$ cat config.mk
export PLATFORM = sky130hd
export DESIGN_NAME = xtio_top
export DESIGN_NICKNAME = d
export VERILOG_FILES = /design/src/xtio_pkg.sv /design/src/xtio_decode.sv /design/src/xtio_top.sv
export SDC_FILE = /design/constraint.sdc
export NUM_CORES = 2
export LEC_CHECK = 0
export BUFFER_PORTS_ARGS = -buffer_cell sky130_fd_sc_hd__buf_4
export CORE_UTILIZATION = 55
export DETAILED_ROUTE_END_ITERATION = 12
export PLACE_DENSITY = 0.72
export SLEW_MARGIN = 20
export SYNTH_ARGS = -nofsm -noshare
export SYNTH_HDL_FRONTEND = slang
export SYNTH_SLANG_ARGS = --single-unit
export TNS_END_PERCENT = 1
$ cat constraint.sdc
create_clock -name clk_sys -period 3.63 [get_ports clk_sys]
set_input_delay 0 -clock clk_sys [delete_from_list [all_inputs] [get_ports clk_sys]]
set_output_delay 0 -clock clk_sys [all_outputs]
set_load 0.01 [all_outputs]
$ cat src/xtio_pkg.sv
package xtio_pkg;
   // port addresses (10-bit i/o space)
   localparam logic [9:0] XTIO_DMA_LO      = 10'h000;
   localparam logic [9:0] XTIO_DMA_HI      = 10'h00f;
   localparam logic [9:0] XTIO_PIC_LO      = 10'h020;
   localparam logic [9:0] XTIO_PIC_HI      = 10'h021;
   localparam logic [9:0] XTIO_INDEX_ADDR  = 10'h026;
   localparam logic [9:0] XTIO_DATA_ADDR   = 10'h027;
   localparam logic [9:0] XTIO_TMR_LO      = 10'h040;
   localparam logic [9:0] XTIO_TMR_HI      = 10'h043;
   localparam logic [9:0] XTIO_SCAN_ADDR   = 10'h060;
   localparam logic [9:0] XTIO_CTRL_ADDR   = 10'h061;
   localparam logic [9:0] XTIO_STAT_ADDR   = 10'h062;
   localparam logic [9:0] XTIO_MAPPG_ADDR  = 10'h06c;
   localparam logic [9:0] XTIO_MAPD_LO     = 10'h06e;
   localparam logic [9:0] XTIO_MAPD_HI     = 10'h06f;
   localparam logic [9:0] XTIO_DPG_LO      = 10'h081;
   localparam logic [9:0] XTIO_DPG_HI      = 10'h083;
   // internal index of the main nmi status register
   localparam logic [7:0] XTIO_NMI_STAT_IDX = 8'h19;
   // nmi status bit that reports the keyboard-clock request
   localparam int         XTIO_NMI_KBD_BIT  = 1;
   // control port field positions
   localparam int XTIO_CTL_KBD_CLEAR   = 7;
   localparam int XTIO_CTL_KCLK_EN     = 6;
   localparam int XTIO_CTL_IOPAR_DIS   = 5;
   localparam int XTIO_CTL_RAMPAR_DIS  = 4;
   localparam int XTIO_CTL_SW_GROUP    = 3;
   localparam int XTIO_CTL_SPARE       = 2;
   localparam int XTIO_CTL_SPK_EN      = 1;
   localparam int XTIO_CTL_T2_GATE     = 0;
   // reset values
   localparam logic [7:0] XTIO_INDEX_RST = 8'h00;
   localparam logic [7:0] XTIO_SCAN_RST  = 8'h00;
   localparam logic [7:0] XTIO_CTRL_RST  = 8'h00;
   // internal register file depth
   localparam int XTIO_IREG_DEPTH = 256;
   // peripheral select codes
   typedef enum logic [3:0] {
      XTIO_SEL_NONE = 4'h0,
      XTIO_SEL_DMA  = 4'h1,
      XTIO_SEL_PIC  = 4'h2,
      XTIO_SEL_TMR  = 4'h3,
      XTIO_SEL_MAPP = 4'h4,
      XTIO_SEL_MAPD = 4'h5,
      XTIO_SEL_DPG  = 4'h6,
      XTIO_SEL_EXT  = 4'h7
   } xtio_sel_type;
endpackage

$ cat src/xtio_decode.sv
`timescale 1ns/100ps
// fixed-range decode of the standard peripherals
module xtio_decode
(
   input  wire logic [9:0]           io_addr,
   input  wire logic                 ext_kbd,
   output xtio_pkg::xtio_sel_type    sel
);
   // range test used for every multi-port window
   function automatic logic in_range(input logic [9:0] a, input logic [9:0] lo,
                                     input logic [9:0] hi);
      in_range = (a >= lo) && (a <= hi);
   endfunction

   wire logic hit_dma  = in_range(io_addr, xtio_pkg::XTIO_DMA_LO, xtio_pkg::XTIO_DMA_HI);
   wire logic hit_pic  = in_range(io_addr, xtio_pkg::XTIO_PIC_LO, xtio_pkg::XTIO_PIC_HI);
   wire logic hit_tmr  = in_range(io_addr, xtio_pkg::XTIO_TMR_LO, xtio_pkg::XTIO_TMR_HI);
   wire logic hit_mapp = (io_addr == xtio_pkg::XTIO_MAPPG_ADDR);
   wire logic hit_mapd = in_range(io_addr, xtio_pkg::XTIO_MAPD_LO, xtio_pkg::XTIO_MAPD_HI);
   wire logic hit_dpg  = in_range(io_addr, xtio_pkg::XTIO_DPG_LO, xtio_pkg::XTIO_DPG_HI);
   // scan port goes outside when the external keyboard is chosen
   wire logic hit_ext  = ext_kbd && (io_addr == xtio_pkg::XTIO_SCAN_ADDR);

   // priority order is irrelevant, windows do not overlap
   assign sel = hit_dma  ? xtio_pkg::XTIO_SEL_DMA  :
                hit_pic  ? xtio_pkg::XTIO_SEL_PIC  :
                hit_tmr  ? xtio_pkg::XTIO_SEL_TMR  :
                hit_mapp ? xtio_pkg::XTIO_SEL_MAPP :
                hit_mapd ? xtio_pkg::XTIO_SEL_MAPD :
                hit_dpg  ? xtio_pkg::XTIO_SEL_DPG  :
                hit_ext  ? xtio_pkg::XTIO_SEL_EXT  :
                           xtio_pkg::XTIO_SEL_NONE;
endmodule // xtio_decode

$ cat src/xtio_top.sv
`timescale 1ns/100ps
// Functional notes
// - internal registers reached via index 026h, data 027h
// - index port read/write, clears on reset
// - data window reads/writes selected register
// - decode dma, interrupt controller, timer ranges
// - decode map page, map data, dma page ports
// - decode control 061h, status 062h, scan 060h
// - control d7 clears scan data and irq1
// - control d6 enables keyboard clock, resets low
// - low-then-high clock bit write raises nmi in internal scan mode
// - d5 io parity disable, d4 ram parity disable
// - d3 picks switch group on status port
// - d1 gates speaker output
// - d0 gates timer channel 2
// - nmi source reported at internal index 19h
// - status gives timer out, inverted speaker, zero parity
module xtio_top
(
   input  wire logic        clk_sys,
   input  wire logic        srst,
   input  wire logic [9:0]  io_addr,       // processor i/o address
   input  wire logic        io_rd,         // one-cycle read strobe
   input  wire logic        io_wr,         // one-cycle write strobe
   input  wire logic [7:0]  io_wdata,
   output logic      [7:0]  io_rdata,      // valid cycle after io_rd
   output logic             io_rvalid,     // read answered by this block
   output logic      [3:0]  periph_sel,    // registered peripheral select
   output logic             periph_rd,
   output logic             periph_wr,
   output logic      [7:0]  periph_wdata,
   input  wire logic [7:0]  periph_rdata,  // sampled in the io_rd cycle, one before periph_rd
   input  wire logic        external_keyboard_select, // from keyboard mode reg
   input  wire logic        internal_scan_mode,
   input  wire logic        kbd_irq_in,    // irq1 request from scanner
   input  wire logic        timer2_out,    // timer channel 2 output
   input  wire logic [7:0]  switch_bits,   // switches 1..8
   output logic             kbd_clear,
   output logic             kbd_clock_enable,
   output logic             io_channel_parity_disable,
   output logic             ram_parity_disable,
   output logic             switch_group_select,
   output logic             speaker_output_enable,
   output logic             timer2_gate,
   output logic             speaker_pin,   // gated speaker level
   output logic             kbd_irq,       // irq1 toward interrupt controller
   output logic             nmi_req        // level until source cleared
);
   // selected peripheral from the decoder
   xtio_pkg::xtio_sel_type sel;

   xtio_decode u_dec
   (
      .io_addr (io_addr),
      .ext_kbd (external_keyboard_select),
      .sel     (sel)
   );

   // storage
   logic [7:0] index_q;                    // index select
   logic [7:0] scan_q;                     // scan code port
   logic [7:0] ctrl_q;                     // keyboard/speaker control
   logic       clk_low_seen_q;             // last ctrl write had clock bit low
   logic       nmi_kbd_q;                  // sticky keyboard nmi source
   logic       irq_q;                      // pending irq1
   logic [7:0] ireg_q [xtio_pkg::XTIO_IREG_DEPTH]; // chip-specific registers

   // local hits
   wire logic hit_idx  = (io_addr == xtio_pkg::XTIO_INDEX_ADDR);
   wire logic hit_dat  = (io_addr == xtio_pkg::XTIO_DATA_ADDR);
   wire logic hit_scan = (io_addr == xtio_pkg::XTIO_SCAN_ADDR) && !external_keyboard_select;
   wire logic hit_ctrl = (io_addr == xtio_pkg::XTIO_CTRL_ADDR);
   wire logic hit_stat = (io_addr == xtio_pkg::XTIO_STAT_ADDR);
   wire logic hit_ext  = (sel != xtio_pkg::XTIO_SEL_NONE);

   // write strobes
   wire logic wr_idx  = io_wr && hit_idx;
   wire logic wr_dat  = io_wr && hit_dat;
   wire logic wr_scan = io_wr && hit_scan;
   wire logic wr_ctrl = io_wr && hit_ctrl;
   wire logic wr_nmi  = wr_dat && (index_q == xtio_pkg::XTIO_NMI_STAT_IDX);

   // keyboard nmi: clock bit low in previous write, high now
   wire logic kclk_new = io_wdata[xtio_pkg::XTIO_CTL_KCLK_EN];
   wire logic kbd_nmi_evt = wr_ctrl && internal_scan_mode && clk_low_seen_q && kclk_new;
   // clear bit in control port flushes data and irq1
   wire logic clr_now = ctrl_q[xtio_pkg::XTIO_CTL_KBD_CLEAR];

   // status port composition
   wire logic [3:0] sw_grp = ctrl_q[xtio_pkg::XTIO_CTL_SW_GROUP] ? switch_bits[7:4]
                                                                 : switch_bits[3:0];
   wire logic [7:0] stat_val = {2'b00, timer2_out, ~speaker_pin, sw_grp};

   // nmi status image: hardware source overlays the stored byte
   // the clearing write lands in the array too, so its stored copy of the bit is masked
   wire logic [7:0] nmi_kbd_mask = 8'h01 << xtio_pkg::XTIO_NMI_KBD_BIT;
   wire logic [7:0] nmi_stat_val = (ireg_q[xtio_pkg::XTIO_NMI_STAT_IDX] & ~nmi_kbd_mask)
                                   | (nmi_kbd_mask & {8{nmi_kbd_q}});
   wire logic [7:0] win_val = (index_q == xtio_pkg::XTIO_NMI_STAT_IDX) ? nmi_stat_val
                                                                        : ireg_q[index_q];

   // read mux
   wire logic [7:0] rd_mux = hit_idx  ? index_q      :
                             hit_dat  ? win_val      :
                             hit_scan ? scan_q       :
                             hit_ctrl ? ctrl_q       :
                             hit_stat ? stat_val     :
                             hit_ext  ? periph_rdata :
                                        8'h00;
   wire logic rd_ours = hit_idx || hit_dat || hit_scan || hit_ctrl || hit_stat || hit_ext;

   // index select register
   always_ff @(posedge clk_sys)
   begin
      if (srst)
         index_q <= xtio_pkg::XTIO_INDEX_RST;
      else if (wr_idx)
         index_q <= io_wdata;
   end

   // internal register file, written through the window
   always_ff @(posedge clk_sys)
   begin
      if (wr_dat)
         ireg_q[index_q] <= io_wdata;
   end

   // scan code port; cleared while control d7 is set
   always_ff @(posedge clk_sys)
   begin
      if (srst)
         scan_q <= xtio_pkg::XTIO_SCAN_RST;
      else if (clr_now)
         scan_q <= 8'h00;
      else if (wr_scan)
         scan_q <= io_wdata;
   end

   // control port and clock-low history
   always_ff @(posedge clk_sys)
   begin
      if (srst)
      begin
         ctrl_q         <= xtio_pkg::XTIO_CTRL_RST;
         clk_low_seen_q <= 1'b0;
      end
      else if (wr_ctrl)
      begin
         ctrl_q         <= io_wdata;
         clk_low_seen_q <= !kclk_new;
      end
   end

   // keyboard nmi source; set wins over software clear
   always_ff @(posedge clk_sys)
   begin
      if (srst)
         nmi_kbd_q <= 1'b0;
      else if (kbd_nmi_evt)
         nmi_kbd_q <= 1'b1;
      else if (wr_nmi && io_wdata[xtio_pkg::XTIO_NMI_KBD_BIT])
         nmi_kbd_q <= 1'b0;                             // write one to clear
   end

   // pending irq1; request wins unless clear bit held
   always_ff @(posedge clk_sys)
   begin
      if (srst)
         irq_q <= 1'b0;
      else if (clr_now)
         irq_q <= 1'b0;
      else if (kbd_irq_in)
         irq_q <= 1'b1;
      else if (io_rd && hit_scan)
         irq_q <= 1'b0;                                 // reading the code acknowledges
   end

   // read answer and peripheral strobes, one cycle later
   always_ff @(posedge clk_sys)
   begin
      if (srst)
      begin
         io_rdata     <= 8'h00;
         io_rvalid    <= 1'b0;
         periph_sel   <= 4'h0;
         periph_rd    <= 1'b0;
         periph_wr    <= 1'b0;
         periph_wdata <= 8'h00;
      end
      else
      begin
         io_rdata     <= io_rd ? rd_mux : 8'h00;
         io_rvalid    <= io_rd && rd_ours;
         periph_sel   <= sel;
         periph_rd    <= io_rd && hit_ext;
         periph_wr    <= io_wr && hit_ext;
         periph_wdata <= io_wdata;
      end
   end

   // control outputs straight from flops
   always_ff @(posedge clk_sys)
   begin
      if (srst)
      begin
         kbd_clear                 <= 1'b0;
         kbd_clock_enable          <= 1'b0;
         io_channel_parity_disable <= 1'b0;
         ram_parity_disable        <= 1'b0;
         switch_group_select       <= 1'b0;
         speaker_output_enable     <= 1'b0;
         timer2_gate               <= 1'b0;
         speaker_pin               <= 1'b0;
         kbd_irq                   <= 1'b0;
         nmi_req                   <= 1'b0;
      end
      else
      begin
         kbd_clear                 <= ctrl_q[xtio_pkg::XTIO_CTL_KBD_CLEAR];
         kbd_clock_enable          <= ctrl_q[xtio_pkg::XTIO_CTL_KCLK_EN];
         io_channel_parity_disable <= ctrl_q[xtio_pkg::XTIO_CTL_IOPAR_DIS];
         ram_parity_disable        <= ctrl_q[xtio_pkg::XTIO_CTL_RAMPAR_DIS];
         switch_group_select       <= ctrl_q[xtio_pkg::XTIO_CTL_SW_GROUP];
         speaker_output_enable     <= ctrl_q[xtio_pkg::XTIO_CTL_SPK_EN];
         timer2_gate               <= ctrl_q[xtio_pkg::XTIO_CTL_T2_GATE];
         // speaker sounds only with both timer 2 output and enable
         speaker_pin               <= timer2_out && ctrl_q[xtio_pkg::XTIO_CTL_SPK_EN];
         kbd_irq                   <= irq_q;
         nmi_req                   <= nmi_kbd_q;
      end
   end
endmodule // xtio_top

==> results.cfg <==
[routing]
num_vias = 44047
detail_route.iter0.violations = 6166
via_per_inst = 6.607
drc = 0
routed_wl_mm = 221.2
wire_per_inst_um = 33.17
antenna_left = 0
drtPass1Iterations = 6

[cts]
numCtsBuffers = 196
cts.htree.levels = 4
insertion_delay_ns = 0.83
cts_tree = yes
root_buffer = clkbuf_16
clockBufferDepth = 3
clock_sink_count = 2115
path_clk_slew_ns = 0.07

[synth]
synth_ff_type = edfxtp_1
synth_commonest_cells = edfxtp_1, mux4_2, nor2_1, mux2i_1, a22oi_1
syn-num-nets = 4028
synth_seq_cells = 2115
yosysWarnings = 0
yosysMostFrequentCell = edfxtp_1
ys_seq_area_share_pct = 76.59
synth_edf_count = 2048
syn_area_mm2 = 0.08204
syn_inst = 3986
synth_top_area_share_pct = 74.96
synth_cell_type_count = 69
synth_top_cell_by_area = edfxtp_1
netlist_top_cells_area = edfxtp_1, mux4_2, mux2i_1, dfxtp_1, nor2_1
syn_area_per_cell_um2 = 20.58
async_reset_ff_share_pct = 0

[floorplan]
io_pins = 75
rows = 141
die_w_um = 388.2
coreArea_mm2 = 0.1478
dieHeight_um = 388.2
initial_core_util_pct = 55.50
die_area_mm2 = 0.1507

[hold_path]
min_from = io_addr[3]
min_to = io_rvalid
hold_path_class = in2reg
whs_path_depth = 6

[worst_setup_path]
path_buf_inv = 3
crit_path_max_incr_delay_ns = 0.71
r2r_cells = 10
reg2reg_to = io_rdata[2]
crit_required_ns = 4.39
worst-setup-path-type = reg2reg
r2r_slack_ns = 0.04
cp-end-kind = flop
worstPathCellList = buf_12 > buf_4 > nor3_1 > buf_4 > nand3_1 > nand4_1 > nor2_1 > o21ai_0 > a31oi_1 > nor2_1
cp_max_fo = 15
start_kind = flop
critical-path-top-delay-family = simple AND/OR/NAND/NOR gates
worst-endpoint-arrival_ns = 4.35
critPathSlowestCell = nor3_1

[global_routing]
grt_antenna_before_repair = 4
grt_pass1_vias = 43709
grt_util_all_layers_pct = 29.61
grt_max_degree = 140
overflow = 0
grt_pass1_wl_mm = 316.2

[sta]
relSlewSlack_pct = 27.42
fin_crit_sh_pct = 98.79
timing.hold.ws_ns = 0.07871
rsz0062_at_grt = false
setup_tns_ns = 0
worstMarginPinSlew_ns = 1.085
setup_ws_ns = 0.04394
fin_worst_skew_ns = 0.04487
fmax_mhz = 278.9
hold_violations = 0
drv_slew = 0
finalCriticalPeriod_ns = 3.586
setup_viol = 0

[run]
maxCapViolCount = 0

[placement]
place_ws_ns = -0.1613
gp_congestion = 0.9558
dp_hpwl_mm = 140.2
port_buffers = 73

[power]
leakagePower_nw = 29.70
p_per_area_mw_per_mm2 = 502.0
ir_drop_mv = 0.5717
finalPower_mw = 47.70

[cells_and_area]
drive_above_1_share_pct = 29.24
area_growth_pct = 15.81
fin_nets = 4611
n_fill_cell = 9580

[status]
outcome = completed
power breakdown:
part	total (mW)	internal, mW	switching, mW
Combinational	0.582	0.117	0.465
Sequential	26.7	26.7	0.00332
Clock	20.4	11.4	8.99
logic make-up (layout without fill, tap and decap cells):
group                  after synthesis  after routing  share of synthesized area, %
AOI/OAI and AO/OA                  347            347                         2.965
buffers and inverters              241            991                         1.595
DFF                               2115           2115                         76.59
and+or+nand+nor                    635            635                         3.511
muxes                              647            647                         15.33
other                                1              2                      0.004571
placed cells by master (no fill, tap or decap), types with 21 or more instances in the layout:
| master | count |
|---|---|
| a21oi_1 | 74 |
| a221oi_1 | 26 |
| a22oi_1 | 112 |
| buf_12 | 45 |
| buf_4 | 516 |
| clkbuf_1 | 35 |
| clkbuf_16 | 200 |
| clkinv_1 | 39 |
| clkinv_2 | 40 |
| dfxtp_1 | 62 |
| dlygate4sd3_1 | 48 |
| edfxtp_1 | 2048 |
| mux2i_1 | 152 |
| mux4_2 | 487 |
| nand2_1 | 110 |
| nand3_1 | 59 |
| nor2_1 | 308 |
| nor2b_1 | 40 |
| nor3_1 | 23 |
| o21ai_0 | 21 |
layout make-up:
cell class | instances | area [µm²] | area share (%)
diodes | 1 | 2.502 | 0.002634
clock buffers | 244 | 5251 | 5.527
clock inverters | 121 | 1134 | 1.193
inverters | 7 | 26.28 | 0.02765
multi-input cells | 1630 | 17940 | 18.88
flip-flops and latches | 2115 | 62860 | 66.16
well taps | 1930 | 2415 | 2.542
repair buffers | 619 | 5391 | 5.674
worst min-delay path: cells and delay by family:
family	cells	cell delay (ns)
simple gates	4	0.56
buf+inv	2	0.30
flip-flops by register name (all words and copies together), names as in the netlist, 3 cells and up, named ones only:
| name | cells |
|---|---|
| index_q | 8 |
| periph_sel | 3 |
| scan_q | 8 |
| ireg_q | 2048 |
| io_rdata | 8 |
| ctrl_q | 8 |
| periph_wdata | 8 |
per-stage QoR:
step,util [%],area [µm²],instances
global placement,59.52,88000,6244
global route,64.27,95010,6666
CTS,64.25,94990,6666
floorplan,-,82040,3986
detailed placement,59.53,88010,6245
finish,64.27,95010,6667
layer usage:
metal | track usage [%] | wire [µm] | up-vias
li1 | - | - | 17703
met1 | 41.03 | 80880 | 22933
met2 | 44.70 | 102400 | 2957
met3 | 9.018 | 29060 | 448
met4 | 10.97 | 8665 | 6
met5 | 0.3509 | 148 | -
worst max-delay path by stage:
stage / end / slack [ns] / cells after the start
finish: io_rdata[2] / 0.04 / 10
global route: io_rdata[0] / 0.006 / 8
CTS: io_rdata[6] / 0.04 / 11
detailed placement: io_rdata[6] / -0.16 / 11
global placement: io_rdata[6] / -0.15 / 11
floorplan: ireg_q[10][0] / 1.05 / 9
timing repair:
| item | in CTS | in global routing |
|---|---|---|
| endpoints found under the hold margin | 632 | 0 |
| hold buffers | 49 | 0 |
| pin swaps | 0 | 0 |
| setup buffers | 7 | 1 |
| gates resized for setup | 1 | 6 |
| setup endpoints to repair | 3 | 5 |
No activity file was read; power rests on OpenSTA's default activity.
